[config.mk]
export PLATFORM = sky130hd
export DESIGN_NAME = pcixb_cap_regs
export DESIGN_NICKNAME = d
export VERILOG_FILES = /design/src/core/pcixb_pkg.sv /design/src/core/pcixb_cap_regs.sv
export SDC_FILE = /design/constraint.sdc
export NUM_CORES = 1
export LEC_CHECK = 0
export BUFFER_PORTS_ARGS = -buffer_cell sky130_fd_sc_hd__buf_2
export CAP_MARGIN = 40
export CORE_UTILIZATION = 50
export DETAILED_ROUTE_END_ITERATION = 10
export PLACE_DENSITY_LB_ADDON = 0.25
export SYNTH_ARGS = -nofsm -noshare
export SYNTH_HDL_FRONTEND = slang
export SYNTH_SLANG_ARGS = --single-unit
[constraint.sdc]
create_clock -name ref_clk -period 8.9 [get_ports ref_clk]
set_input_delay 1.78 -clock ref_clk [delete_from_list [all_inputs] [get_ports ref_clk]]
set_output_delay 1.78 -clock ref_clk [all_outputs]
set_load 0.005 [all_outputs]
[src/core/pcixb_pkg.sv]
// constants for the split budget and power capability registers
// assumes byte offsets within configuration space, dword aligned
package pcixb_pkg;
  localparam logic [7:0]  UP_SPLIT_OFS      = 8'h88;
  localparam logic [7:0]  DN_SPLIT_OFS      = 8'h8C;
  localparam logic [7:0]  PM_CAP_OFS        = 8'h90;
  localparam int          CAP_LSB           = 0;
  localparam int          LIMIT_LSB         = 16;
  localparam logic [15:0] SPLIT_CAP_ADQ     = 16'h0010;
  localparam logic [15:0] LIMIT_RESET       = 16'h0010;
  localparam logic [15:0] LIMIT_UNBOUNDED   = 16'hFFFF;
  localparam logic [7:0]  PM_ID             = 8'h01;
  localparam logic [7:0]  PM_NEXT           = 8'hA8;
  localparam logic [2:0]  PM_VERSION        = 3'h2;
  localparam logic        PM_CLOCK_NEEDED   = 1'h0;
  localparam logic        PM_RESERVED20     = 1'h0;
  localparam logic        PM_DSI            = 1'h0;
  localparam logic [2:0]  PM_AUX_CURRENT    = 3'h1;
  localparam logic        PM_D1_SUPPORT     = 1'h0;
  localparam logic        PM_D2_SUPPORT     = 1'h0;
  localparam logic [4:0]  PM_WAKE_SUPPORT   = 5'h19;
  localparam logic [15:0] PM_FEATURES = {PM_WAKE_SUPPORT, PM_D2_SUPPORT, PM_D1_SUPPORT,
                                         PM_AUX_CURRENT, PM_DSI, PM_RESERVED20,
                                         PM_CLOCK_NEEDED, PM_VERSION};
  localparam logic [31:0] PM_CAP_WORD = {PM_FEATURES, PM_NEXT, PM_ID};
endpackage

[src/core/pcixb_cap_regs.sv]
// split budget registers, split request throttling and power capability header
// assumes configuration reads and writes come from logic on ref_clk, one per cycle
// How it works
// - the upstream capability half reads 0010h and ignores writes.
// - the downstream capability half reads 0010h and ignores writes.
// - the upstream limit in bits 31:16 is writable and resets to 0010h.
// - the downstream limit in bits 31:16 is writable and resets to 0010h.
// - any limit value is kept, and FFFFh lets every split request through unchecked.
// - a request that does not fit the room left is held back and a sticky flag is set.
// - the power capability identifier reads 01h.
// - the next pointer reads A8h.
// - the version field reads 010.
// - the wake clock bit reads zero.
// - the special initialisation bit reads zero.
// - the D1 support bit reads zero.
// - the D2 support bit reads zero.
// - the wake support field reads 11001.
`timescale 1ns/10ps

module pcixb_split_gate (
  input  wire logic        ref_clk,
  input  wire logic        rst,
  input  wire logic [15:0] limit,
  input  wire logic        req_valid,
  input  wire logic [15:0] req_adq,
  input  wire logic        cmpl_valid,
  input  wire logic [15:0] cmpl_adq,
  input  wire logic        delay_clr,
  output logic             req_fwd,
  output logic             delayed
);
  import pcixb_pkg::*;

  logic [15:0] owed;
  logic [15:0] next_owed;
  logic        next_fwd;
  logic        next_delayed;
  logic [16:0] want;
  logic [17:0] sum;
  logic        unbounded;
  logic        fits;
  logic        take;

  always_comb begin
    unbounded = (limit == LIMIT_UNBOUNDED);
    want      = {1'b0, owed} + {1'b0, req_adq};
    fits      = (want <= {1'b0, limit});
    // owed still counts under an unbounded limit, so a tighter limit sees the backlog
    // unbounded bypass
    take      = req_valid && !req_fwd && (unbounded || fits);
    next_fwd  = take;
    // sticky delay flag, set beats clear
    next_delayed = (req_valid && !req_fwd && !take) || (delayed && !delay_clr);
    // owed saturates so an unbounded burst cannot wrap the count
    sum = {2'b00, owed} + (take ? {2'b00, req_adq} : 18'h00000)
          - (cmpl_valid ? {2'b00, cmpl_adq} : 18'h00000);
    if (sum[17]) begin
      next_owed = 16'h0000;
    end else if (sum[16]) begin
      next_owed = 16'hFFFF;
    end else begin
      next_owed = sum[15:0];
    end
  end

  always_ff @(posedge ref_clk or posedge rst) begin
    if (rst) begin
      owed    <= 16'h0000;
      req_fwd <= 1'b0;
      delayed <= 1'b0;
    end else begin
      owed    <= next_owed;
      req_fwd <= next_fwd;
      delayed <= next_delayed;
    end
  end

  a_fit_forwards: assert property (@(posedge ref_clk) disable iff (rst)
    req_valid && !req_fwd && fits |=> req_fwd)
    else $error("fitting split request not forwarded");
  a_over_delays: assert property (@(posedge ref_clk) disable iff (rst)
    req_valid && !req_fwd && !fits && !unbounded |=> !req_fwd && delayed)
    else $error("oversize split request not delayed");
  a_unbound_pass: assert property (@(posedge ref_clk) disable iff (rst)
    req_valid && !req_fwd && limit == LIMIT_UNBOUNDED |=> req_fwd ##1 !req_fwd)
    else $error("unbounded limit did not forward");
  a_delay_sticky: assert property (@(posedge ref_clk) disable iff (rst)
    delayed && !delay_clr |=> delayed)
    else $error("delay flag dropped without clear");
  a_gate_reset: assert property (@(posedge ref_clk)
    rst |=> !req_fwd && !delayed && owed == 16'h0000)
    else $error("split gate not idle after reset");
  a_fwd_pulse: assert property (@(posedge ref_clk) disable iff (rst)
    req_fwd |=> !req_fwd)
    else $error("forward pulse longer than one cycle");
  a_fwd_needs_req: assert property (@(posedge ref_clk) disable iff (rst)
    !req_valid |=> !req_fwd)
    else $error("forward without a pending request");
  a_delay_clears: assert property (@(posedge ref_clk) disable iff (rst)
    delay_clr && !(req_valid && !req_fwd && !fits && !unbounded) |=> !delayed)
    else $error("delay flag not cleared");
  a_delay_cause: assert property (@(posedge ref_clk) disable iff (rst)
    !delayed && !(req_valid && !req_fwd && !fits && !unbounded) |=> !delayed)
    else $error("delay flag set without a held request");
  a_owed_adds: assert property (@(posedge ref_clk) disable iff (rst)
    req_valid && !req_fwd && fits && !unbounded && !cmpl_valid
    |=> owed == $past(owed) + $past(req_adq))
    else $error("forwarded size not added to owed");
  a_owed_drains: assert property (@(posedge ref_clk) disable iff (rst)
    cmpl_valid && !(req_valid && !req_fwd) && cmpl_adq <= owed
    |=> owed == $past(owed) - $past(cmpl_adq))
    else $error("completion not drained from owed");
  a_owed_floor: assert property (@(posedge ref_clk) disable iff (rst)
    cmpl_valid && !(req_valid && !req_fwd) && cmpl_adq > owed |=> owed == 16'h0000)
    else $error("owed wrapped below zero");
  c_delay_seen: cover property (@(posedge ref_clk) disable iff (rst)
    !delayed ##1 delayed ##[1:20] req_fwd);
  c_back_to_back: cover property (@(posedge ref_clk) disable iff (rst)
    req_fwd ##2 req_fwd);
endmodule // pcixb_split_gate

module pcixb_cap_regs (
  input  wire logic        ref_clk,
  input  wire logic        rst,
  input  wire logic        cfg_wr_en,
  input  wire logic        cfg_rd_en,
  input  wire logic [7:0]  cfg_addr,
  input  wire logic [3:0]  cfg_byte_en,
  input  wire logic [31:0] cfg_wdata,
  output logic      [31:0] cfg_rdata,
  output logic             cfg_rd_ack,
  input  wire logic        up_req_valid,
  input  wire logic [15:0] up_req_adq,
  input  wire logic        up_cmpl_valid,
  input  wire logic [15:0] up_cmpl_adq,
  input  wire logic        up_delay_clr,
  output logic             up_req_fwd,
  output logic             up_delayed,
  input  wire logic        dn_req_valid,
  input  wire logic [15:0] dn_req_adq,
  input  wire logic        dn_cmpl_valid,
  input  wire logic [15:0] dn_cmpl_adq,
  input  wire logic        dn_delay_clr,
  output logic             dn_req_fwd,
  output logic             dn_delayed
);
  import pcixb_pkg::*;

  logic [15:0] up_limit;
  logic [15:0] dn_limit;
  logic [15:0] next_up_limit;
  logic [15:0] next_dn_limit;
  logic [31:0] next_rdata;
  logic        next_ack;
  logic        up_hit;
  logic        dn_hit;

  always_comb begin
    up_hit        = (cfg_addr == UP_SPLIT_OFS);
    dn_hit        = (cfg_addr == DN_SPLIT_OFS);
    next_up_limit = up_limit;
    next_dn_limit = dn_limit;
    // upstream limit write, byte lanes 2 and 3
    if (cfg_wr_en && up_hit) begin
      if (cfg_byte_en[2]) next_up_limit[7:0] = cfg_wdata[LIMIT_LSB+:8];
      if (cfg_byte_en[3]) next_up_limit[15:8] = cfg_wdata[LIMIT_LSB+8+:8];
    end
    if (cfg_wr_en && dn_hit) begin
      if (cfg_byte_en[2]) next_dn_limit[7:0] = cfg_wdata[LIMIT_LSB+:8];
      if (cfg_byte_en[3]) next_dn_limit[15:8] = cfg_wdata[LIMIT_LSB+8+:8];
    end
    // capability halves are constants; read-only words have no storage
    next_ack   = cfg_rd_en;
    next_rdata = cfg_rdata;
    if (cfg_rd_en) begin
      case (cfg_addr)
        UP_SPLIT_OFS: next_rdata = {up_limit, SPLIT_CAP_ADQ};
        DN_SPLIT_OFS: next_rdata = {dn_limit, SPLIT_CAP_ADQ};
        PM_CAP_OFS:   next_rdata = PM_CAP_WORD;
        default:      next_rdata = 32'h00000000;
      endcase
    end
  end

  always_ff @(posedge ref_clk or posedge rst) begin
    if (rst) begin
      up_limit   <= LIMIT_RESET;
      dn_limit   <= LIMIT_RESET;
      cfg_rdata  <= 32'h00000000;
      cfg_rd_ack <= 1'b0;
    end else begin
      up_limit   <= next_up_limit;
      dn_limit   <= next_dn_limit;
      cfg_rdata  <= next_rdata;
      cfg_rd_ack <= next_ack;
    end
  end

  pcixb_split_gate u_up (
    .ref_clk    (ref_clk),
    .rst        (rst),
    .limit      (up_limit),
    .req_valid  (up_req_valid),
    .req_adq    (up_req_adq),
    .cmpl_valid (up_cmpl_valid),
    .cmpl_adq   (up_cmpl_adq),
    .delay_clr  (up_delay_clr),
    .req_fwd    (up_req_fwd),
    .delayed    (up_delayed)
  );

  pcixb_split_gate u_dn (
    .ref_clk    (ref_clk),
    .rst        (rst),
    .limit      (dn_limit),
    .req_valid  (dn_req_valid),
    .req_adq    (dn_req_adq),
    .cmpl_valid (dn_cmpl_valid),
    .cmpl_adq   (dn_cmpl_adq),
    .delay_clr  (dn_delay_clr),
    .req_fwd    (dn_req_fwd),
    .delayed    (dn_delayed)
  );

  a_up_cap_fixed: assert property (@(posedge ref_clk) disable iff (rst)
    cfg_rd_en && cfg_addr == UP_SPLIT_OFS |=> cfg_rd_ack && cfg_rdata[15:0] == 16'h0010)
    else $error("upstream capability wrong");
  a_dn_cap_fixed: assert property (@(posedge ref_clk) disable iff (rst)
    cfg_rd_en && cfg_addr == DN_SPLIT_OFS |=> cfg_rdata[15:0] == 16'h0010)
    else $error("downstream capability wrong");
  a_up_limit_wr: assert property (@(posedge ref_clk) disable iff (rst)
    cfg_wr_en && up_hit && cfg_byte_en[3:2] == 2'h3 ##1 !cfg_wr_en ##1 cfg_rd_en && up_hit
    |=> cfg_rdata[31:16] == $past(cfg_wdata[31:16], 3))
    else $error("upstream limit not written");
  a_dn_limit_wr: assert property (@(posedge ref_clk) disable iff (rst)
    cfg_wr_en && dn_hit && cfg_byte_en[3:2] == 2'h3 ##1 !cfg_wr_en ##1 cfg_rd_en && dn_hit
    |=> cfg_rdata[31:16] == $past(cfg_wdata[31:16], 3))
    else $error("downstream limit not written");
  a_pm_id_next: assert property (@(posedge ref_clk) disable iff (rst)
    cfg_rd_en && cfg_addr == PM_CAP_OFS |=> cfg_rdata[15:0] == 16'hA801)
    else $error("power header id or pointer wrong");
  a_pm_features: assert property (@(posedge ref_clk) disable iff (rst)
    cfg_rd_en && cfg_addr == PM_CAP_OFS |=> cfg_rdata[31:16] == 16'hC842)
    else $error("power features wrong");
  a_ro_kept: assert property (@(posedge ref_clk) disable iff (rst)
    cfg_wr_en && cfg_addr == PM_CAP_OFS ##2 cfg_rd_en && cfg_addr == PM_CAP_OFS
    |=> cfg_rdata == 32'hC842A801)
    else $error("read-only word changed by write");
  c_limit_max: cover property (@(posedge ref_clk) disable iff (rst)
    up_limit == 16'hFFFF && up_req_fwd);
  c_pm_read: cover property (@(posedge ref_clk) disable iff (rst)
    cfg_rd_en && cfg_addr == PM_CAP_OFS ##1 cfg_rd_ack);
  a_regs_reset: assert property (@(posedge ref_clk)
    rst |=> up_limit == 16'h0010 && dn_limit == 16'h0010 && cfg_rdata == 32'h00000000)
    else $error("register reset values wrong");
  a_ack_follows: assert property (@(posedge ref_clk) disable iff (rst)
    1'b1 |=> cfg_rd_ack == $past(cfg_rd_en))
    else $error("read acknowledge out of step");
  a_rdata_holds: assert property (@(posedge ref_clk) disable iff (rst)
    !cfg_rd_en |=> $stable(cfg_rdata))
    else $error("read data changed without a read");
  a_unmapped_zero: assert property (@(posedge ref_clk) disable iff (rst)
    cfg_rd_en && !up_hit && !dn_hit && cfg_addr != PM_CAP_OFS |=> cfg_rdata == 32'h00000000)
    else $error("unmapped offset read not zero");
  a_up_low_lanes: assert property (@(posedge ref_clk) disable iff (rst)
    cfg_wr_en && up_hit && cfg_byte_en[3:2] == 2'h0 |=> $stable(up_limit))
    else $error("upstream limit changed by low lanes");
  a_dn_low_lanes: assert property (@(posedge ref_clk) disable iff (rst)
    cfg_wr_en && dn_hit && cfg_byte_en[3:2] == 2'h0 |=> $stable(dn_limit))
    else $error("downstream limit changed by low lanes");
  a_up_lane_two: assert property (@(posedge ref_clk) disable iff (rst)
    cfg_wr_en && up_hit && cfg_byte_en[3:2] == 2'h1
    |=> up_limit == {$past(up_limit[15:8]), $past(cfg_wdata[23:16])})
    else $error("upstream limit low byte write wrong");
  a_dn_lane_three: assert property (@(posedge ref_clk) disable iff (rst)
    cfg_wr_en && dn_hit && cfg_byte_en[3:2] == 2'h2
    |=> dn_limit == {$past(cfg_wdata[31:24]), $past(dn_limit[7:0])})
    else $error("downstream limit high byte write wrong");
  a_limits_idle: assert property (@(posedge ref_clk) disable iff (rst)
    !cfg_wr_en |=> $stable(up_limit) && $stable(dn_limit))
    else $error("limit changed without a write");
  c_limit_rewrite: cover property (@(posedge ref_clk) disable iff (rst)
    cfg_wr_en && up_hit ##2 cfg_rd_en && up_hit);
endmodule // pcixb_cap_regs

==> results of run 1 <==
==> kinds of logic after synthesis <==
group | count (synthesis)
AOI/OAI and AO/OA | 269
xor gates and xnor gates | 48
adders and majority gates | 132
buffers and inverters | 169
DFF | 87
muxes | 22
other | 1
and+or+nand+nor | 265
==> synthesized netlist by cell type (4+ instances only) <==
cell	instances	share of area (%)
dfrtp_1	85	25
clkbuf_1	10	0.44
nand2_1	63	2.8
a21o_1	26	2.3
ha_1	98	14
buf_2	6	0.35
o31ai_1	4	0.35
nand4_1	17	1.2
nor2b_1	13	0.95
fa_1	34	8.0
and3_1	12	0.88
and2_1	23	1.7
buf_4	17	1.5
nand3_1	44	2.6
nor3_1	10	0.59
inv_1	131	5.8
xnor2_1	31	3.2
xor2_1	17	1.7
and3_2	6	0.53
mux2_2	20	2.6
a211o_1	4	0.41
nand2b_1	8	0.59
a21oi_1	93	5.5
o21bai_1	10	0.88
o21a_1	18	1.6
o21ai_0	70	4.1
a211oi_1	5	0.44
nor2_1	49	2.2
==> metal layers <==
metal,vias to the layer above,global-route usage [%]
li1,3655,-
met1,3362,32.7
met2,161,36.8
met3,12,3.95
met4,0,3.90
met5,-,0
==> registers in the layout, indices dropped and copies added, names as in the netlist <==
| name | flops |
|---|---|
| u_up.req_fwd | 1 |
| dn_limit | 16 |
| cfg_rd_ack | 1 |
| u_dn.delayed | 1 |
| u_up.owed | 16 |
| up_limit | 16 |
| u_up.delayed | 1 |
| u_dn.req_fwd | 1 |
| u_dn.owed | 16 |
| cfg_rdata | 18 |
==> where the power goes <==
group	leakage, nW	switching (mW)	total [mW]	internal [mW]
clock	0.134	0.167	0.357	0.190
combinational	3.61	1.78	3.15	1.38
sequential	1.06	0.0667	0.581	0.514
==> final timing paths <==
kind,from,endpoint,slack [ps]
worst max-delay path,up_req_adq[0],u_up.owed[13],890
worst min-delay path,cfg_rdata[4],cfg_rdata[4],510
worst max register to register,u_up.owed[0],u_up.owed[13],2050
worst min register to register,cfg_rdata[4],cfg_rdata[4],510
max in group asynchronous,rst,cfg_rdata[20],6310
min in group asynchronous,rst,u_up.owed[5],1480
==> cell type report <==
| class | count | area (um^2) | share of cell area [%] |
|---|---|---|---|
| multi-input cells | 747 | 5660 | 59.0 |
| flip-flops and latches | 87 | 2180 | 22.7 |
| repair buffers | 136 | 708 | 7.38 |
| inverters | 131 | 493 | 5.14 |
| well taps | 220 | 275 | 2.87 |
| clock buffers | 9 | 225 | 2.35 |
| clock inverters | 6 | 46.3 | 0.483 |
| diodes | 1 | 2.50 | 0.0261 |
==> results.toml, run 1 <==
[clock_network]
clock_latency_ps = 350
cts_tree = "built"
cts.root.buffer_cell = "clkbuf_16"
cts.htree.levels = 3
cts_buffers = 9
cts_buffer_depth = 2
post_cts_resized = 0
cts.sinks = 87
postCtsSetupRepairBufs = 0
cts_hold_buf = 0
clkTransAtPathRegs_ps = 70

[floorplanning]
start_util_pct = 51.2
die_w_um = 133
core_region_area_mm2 = 0.0166
die_y_um = 133
ios = 155
dieArea_mm2 = 0.0176
rows = 47

[logic_synthesis]
synthAdderAreaFrac_pct = 22.4
synth_edf_count = 0
netlist_area_mm2 = 0.00852
synth_top_family_by_area = "adder cells"
synthCells = 993
synth_compound_area_share_pct = 19.7
synth-xor-area-share_pct = 4.93
yosys.area_share.simple_pct = 16.1
ys.flop_type = "dfrtp_1"
synthArstFlopShare_pct = 100
synthMuxAreaShare_pct = 2.88
synth_warnings = 0
synth.distinct_cells = 71
syn_area_per_cell_um2 = 8.58
ys_ff_latch = 87
yosysSeqAreaShare_pct = 25.6

[worst_setup_path]
slowest_delay_ps = 490
crit_required_ps = 9130
rr_worst_depth = 30
crit_buf_inv = 5
cpMostUsedCell = "a21oi_1"
arrival_ps = 8240
path_class = "in -> reg"
critPathSlowestCell = "fa_1"
cp-end-kind = "flop"
worstPathMaxFanout = 17
cp_top_family = "compound AO/OA/AOI/OAI gates"
worstSetupStartpointType = "input port"
cp_num_cells = 31

[sta]
period_needed_ps = 8010
setup_violations = 0
grt_setup_unrepaired = "false"
max_freq_ghz = 0.125
hold_viol_final = 0
relSlewSlack_pct = 42.2
fin_ws_ps = 891
worstMarginPinSlew_ps = 864
worst_clock_skew_ps = 8.69
slew_violations = 0
setup-tns-final_ps = 0
whs_ps = 508
period_share_pct = 90.0

[grt]
grt_pass1_vias = 6690
grt_start_max_net_pins = 56
grt_first_pass_wirelength_um = 32300
grt.overflow.total = 0
track_usage_pct = 22.9
antenna_found_initial = 1

[detailed_routing]
vias_per_cell = 5.38
first_iter_violations = 296
drtAntennaViolNets = 0
met1Wirelength_um = 9340
wl_met3_um = 916
highest_layer = "met4"
wl_met2_um = 9060
drt_wl_total_um = 19500
num_vias = 7190
first_pass_iters = 5
wl_per_cell_um = 14.5
drc = 0

[cells_and_area]
fin_util_pct = 57.6
stdcell_count = 1337
layout.nets = 1362
stdcell_area_mm2 = 0.00959
nFillCells = 1534
syn_to_final_growth_pct = 12.6
drive_above_1_share_pct = 17.7
final_common_cell = "inv_1"
layout_common_cells = "130 x inv_1, 125 x buf_2, 98 x ha_1"

[placed_design]
dp.cells = 1320
port_buffers = 125
gp_congestion = 0.920
placed_cell_area_mm2 = 0.00931
pre_cts_ws_ps = 543
dp_hpwl_um = 15900

[power]
peakVddDrop_v = 0.000295
p_leak_nw = 4.81
finalPower_mw = 4.09
power_density_mw_per_mm2 = 427

[worst_hold_path]
whs_path_depth = 1
hold_path.class = "reg -> reg"

[status]
status = "completed"

[flow_run]
cap_viol_max_count = 0
No activity file was read; power rests on OpenSTA's default activity.
==> run 2, diff against run 1 <==
CORE_ASPECT_RATIO = 0.8   (was not set)
==> results.toml, run 2 (same netlist as run 1, synthesis figures left out) <==
[sta]
period_share_pct = 90.5
slew_violations = 0
hold_viol_final = 0
setup_violations = 0
whs_ps = 518
grt_setup_unrepaired = "false"
relSlewSlack_pct = 35.9
worst_clock_skew_ps = 7.26
period_needed_ps = 8060
setup-tns-final_ps = 0
worstMarginPinSlew_ps = 957
max_freq_ghz = 0.124

[worst_setup_path]
path_class = "in -> reg"
r2r_start = "u_up.owed[0]"
cpMostUsedCell = "a21oi_1"
cp-end-kind = "flop"
rr_worst_depth = 30
worstPathMaxFanout = 17
reg2reg_slack_ps = 2020
arrival_ps = 8290
worstSetupStartpointType = "input port"
slowest_delay_ps = 490
r2r-end = "u_up.owed[2]"
crit_required_ps = 9140
critPathSlowestCell = "fa_1"

[worst_hold_path]
whs_path_depth = 2
hold_path.class = "reg -> reg"
hold_path_end = "cfg_rdata[19]"
hold_path.startpoint = "cfg_rdata[19]"

[detailed_routing]
num_vias = 7174
first_pass_iters = 5
first_iter_violations = 404
drtAntennaViolNets = 0
drc = 0
wl_per_cell_um = 14.7
drt_wl_total_um = 19700
vias_per_cell = 5.37

[clock_network]
postCtsSetupRepairBufs = 0
cts_hold_buf = 0
cts.htree.levels = 3
clock_latency_ps = 360
cts_tree = "built"
clkTransAtPathRegs_ps = 70
cts.root.buffer_cell = "clkbuf_16"
cts_buffers = 9
cts.sinks = 87
post_cts_resized = 0
cts_buffer_depth = 2

[cells_and_area]
layout.nets = 1362
layout_common_cells = "130 x inv_1, 126 x buf_2, 98 x ha_1"
final_common_cell = "inv_1"
n_antenna_cell = 0
largest-register = "cfg_rdata"
syn_to_final_growth_pct = 13.2
drive_above_1_share_pct = 17.8
largest_register_ffs = 18

[grt]
track_usage_pct = 23.6
antenna_found_initial = 0
grt_first_pass_wirelength_um = 32700
grt.overflow.total = 0
grt_pass1_vias = 6581
grt_start_max_net_pins = 54

[floorplanning]
start_util_pct = 51.3
die_y_um = 119
die_w_um = 148
core_region_area_mm2 = 0.0166
dieArea_mm2 = 0.0176
ios = 155
rows = 42

[placed_design]
port_buffers = 125
gp_congestion = 0.915
dp_hpwl_um = 16100

[power]
peakVddDrop_v = 0.000214
power_density_mw_per_mm2 = 432
p_leak_nw = 4.83

[status]
status = "completed"

[flow_run]
cap_viol_max_count = 0
run 2: cell count changes in the layout (fill, tap and decap cells not counted), sizes merged:
cell      change
clkinv        -3
bufinv        +1
clkinvlp      +1
diode         -1
inv           +2
run 2: worst max-delay path by stage:
stage             startpoint       endpoint  slack (ps)  cells past startpoint
2_1_floorplan  up_req_adq[0]  u_up.owed[10]         900                     30
3_3_place_gp   up_req_adq[0]   u_up.owed[1]         630                     31
3_5_place_dp   up_req_adq[0]  u_up.owed[10]         500                     31
4_1_cts        up_req_adq[0]   u_up.owed[2]         860                     30
5_1_grt        up_req_adq[0]   u_up.owed[1]         400                     31
6_report       up_req_adq[0]   u_up.owed[2]         840                     31
run 2: routing by layer:
layer / global-route usage, % / share of wire, % / up-vias
li1: - / - / 3658
met1: 36.3 / 52 / 3321
met2: 33.6 / 41 / 180
met3: 4.71 / 6.4 / 15
met4: 5.09 / 0.97 / 0
met5: 0 / 0 / -
run 2: worst max-delay path: cells and delay by family:
family / cells / cell delay, ps
buf+inv: 5 / 750
xor+xnor: 2 / 280
compound gates: 16 / 3360
fa+ha+maj: 5 / 1520
simple gates: 3 / 590
run 2: stage by stage:
stage          std cells  util, %  power [mW]  instance area (um^2)  worst slack (ps)
3_5_place_dp        1321     56.2        3.72                  9340               496
5_1_grt             1337     58.1        4.62                  9650               402
2_1_floorplan       1003        -        3.10                  8560               900
4_1_cts             1337     58.1        4.15                  9650               865
3_3_place_gp        1319     56.0        3.66                  9300               631
6_report            1337     58.1        4.16                  9650               845
run 2: final cells by class:
type | instances | area (um^2)
clock buffers | 9 | 225
clock inverters | 7 | 85.1
fillers | 1549 | 6960
inverters | 131 | 493
multi-input cells | 747 | 5660
flip-flops and latches | 87 | 2180
well taps | 220 | 275
repair buffers | 136 | 726
run 2: power breakdown:
part           internal (mW)  switching (mW)
Sequential             0.514          0.0632
Combinational           1.38            1.80
Clock                  0.223           0.179
Total                   2.12            2.04
==> run 3, diff against run 2 <==
CTS_BUF_LIST = sky130_fd_sc_hd__clkbuf_4 sky130_fd_sc_hd__clkbuf_8   (was not set)
SYNTH_HIERARCHICAL = 1   (was not set)
==> results.toml, run 3 <==
[grt]
grt.overflow.total = 0
grt_first_pass_wirelength_um = 34900
antenna_found_initial = 0
track_usage_pct = 24.3
grt_start_max_net_pins = 33
grt_pass1_vias = 7005

[logic_synthesis]
yosysMostFrequentCell = "inv_1"
ys_top_cells_by_area = "dfrtp_1 24%, ha_1 14%, fa_1 7.6%"
synth_top_area_cell = "dfrtp_1"
synth_top_area_share_pct = 23.8
ys_ff_latch = 87
synth.distinct_cells = 79
synth_common_cells = "139 x inv_1, 98 x ha_1, 85 x dfrtp_1, 76 x a21oi_1, 69 x nand2_1"
synthCells = 1007
netlist_area_mm2 = 0.00894
synth_edf_count = 0
synth_warnings = 6
syn_area_per_cell_um2 = 8.88
ys.flop_type = "dfrtp_1"
synthArstFlopShare_pct = 100
yosysSeqAreaShare_pct = 24.4

[detailed_routing]
wl_per_cell_um = 15.7
vias_per_cell = 5.52
first_pass_iters = 5
first_iter_violations = 351
num_vias = 7486
drt_wl_total_um = 21300
drc = 0
drtAntennaViolNets = 0

[cells_and_area]
layout_common_cells = "138 x inv_1, 125 x buf_2, 98 x ha_1"
layout.nets = 1376
syn_to_final_growth_pct = 11.3
largest-register = "cfg_rdata"
drive_above_1_share_pct = 21.7
largest_register_ffs = 18
final_common_cell = "inv_1"
nFillCells = 1609
n_antenna_cell = 0

[placed_design]
dp_hpwl_um = 17500
port_buffers = 125
gp_congestion = 0.873

[worst_setup_path]
arrival_ps = 8390
cp_top_family = "compound AO/OA/AOI/OAI gates"
rr_worst_depth = 27
path_class = "in -> reg"
crit_required_ps = 9170
critPathSlowestCell = "nor3_2"
worstPathMaxFanout = 14
cp-end-kind = "flop"
r2r_start = "u_up/owed[0]"
r2r-end = "u_up/owed[4]"
slowest_delay_ps = 530
crit_buf_inv = 4
reg2reg_slack_ps = 1880
worstSetupStartpointType = "input port"

[sta]
period_share_pct = 91.2
hold_viol_final = 0
slew_violations = 0
whs_ps = 527
period_needed_ps = 8120
setup_violations = 0
worstMarginPinSlew_ps = 906
worst_clock_skew_ps = 21.9
relSlewSlack_pct = 39.6
max_freq_ghz = 0.123
grt_setup_unrepaired = "false"
setup-tns-final_ps = 0

[clock_network]
cts_tree = "built"
cts.root.buffer_cell = "clkbuf_8"
post_cts_resized = 0
clkTransAtPathRegs_ps = 120
cts.htree.levels = 3
cts_hold_buf = 0
postCtsSetupRepairBufs = 0
clock_latency_ps = 410
cts_buffer_depth = 2
cts_buffers = 9
cts.sinks = 87

[worst_hold_path]
hold_path.startpoint = "cfg_rdata[4]"
hold_path.class = "reg -> reg"
hold_path_end = "cfg_rdata[4]"
whs_path_depth = 2

[floorplanning]
core_region_area_mm2 = 0.0174
start_util_pct = 51.3
rows = 43
die_y_um = 122
dieArea_mm2 = 0.0184
ios = 155
die_w_um = 152

[status]
status = "completed"

[flow_run]
cap_viol_max_count = 0
run 3: area by class of cell:
cell class	count	area [um^2]	share of cell area, %
clock buffers	9	124	1.24
flip-flops and latches	87	2180	21.9
repair buffers	137	728	7.32
clock inverters	7	83.8	0.842
multi-input cells	752	6030	60.6
inverters	139	522	5.24
well taps	225	282	2.83
run 3: cell families after synthesis:
logic type	synth area share (%)
mux	6.28
xor+xnor	4.90
flops	24.4
fa+ha+maj	21.3
compound gates	19.9
other cells	0.0419
simple gates	14.6
buf+inv	8.60
run 3: how the worst max path moves through the flow:
stage                        from            end  slack (ps)  cells after the start
floorplan           dn_req_adq[1]  u_dn/owed[15]        1300                     26
global placement    dn_req_adq[1]  u_dn/owed[15]         450                     26
detailed placement  dn_req_adq[1]  u_dn/owed[15]         390                     26
CTS                 dn_req_adq[1]  u_dn/owed[15]         790                     26
global route        dn_req_adq[1]  u_dn/owed[14]         230                     26
finish              up_req_adq[0]   u_up/owed[4]         780                     28
run 3: through the flow:
step                      area, um^2  instances  utilization [%]  worst slack (ps)
after floorplan                 8980       1017                -              1300
after global placement          9720       1339             55.8               454
after detailed placement        9740       1340             55.9               390
after CTS                       9950       1356             57.1               786
after global routing            9950       1356             57.1               232
final                           9950       1356             57.1               779
run 3: metal layers:
| metal | vias up | global-route usage [%] | part of all wire (%) |
|---|---|---|---|
| met5 | - | 0 | 0 |
| met4 | 0 | 3.71 | 0.57 |
| li1 | 3748 | - | - |
| met2 | 183 | 37.0 | 44 |
| met3 | 12 | 4.01 | 4.8 |
| met1 | 3543 | 36.8 | 51 |
run 3: tightest hold or removal path: stages, from the launching register on:
cell,delay [ps]
dfrtp_1,400
inv_1,50
mux2i_1,50
Power of run 3 is left out: the tool's default activity adds up to more than one toggle a clock period on the data nets, which glitch-free logic cannot reach.
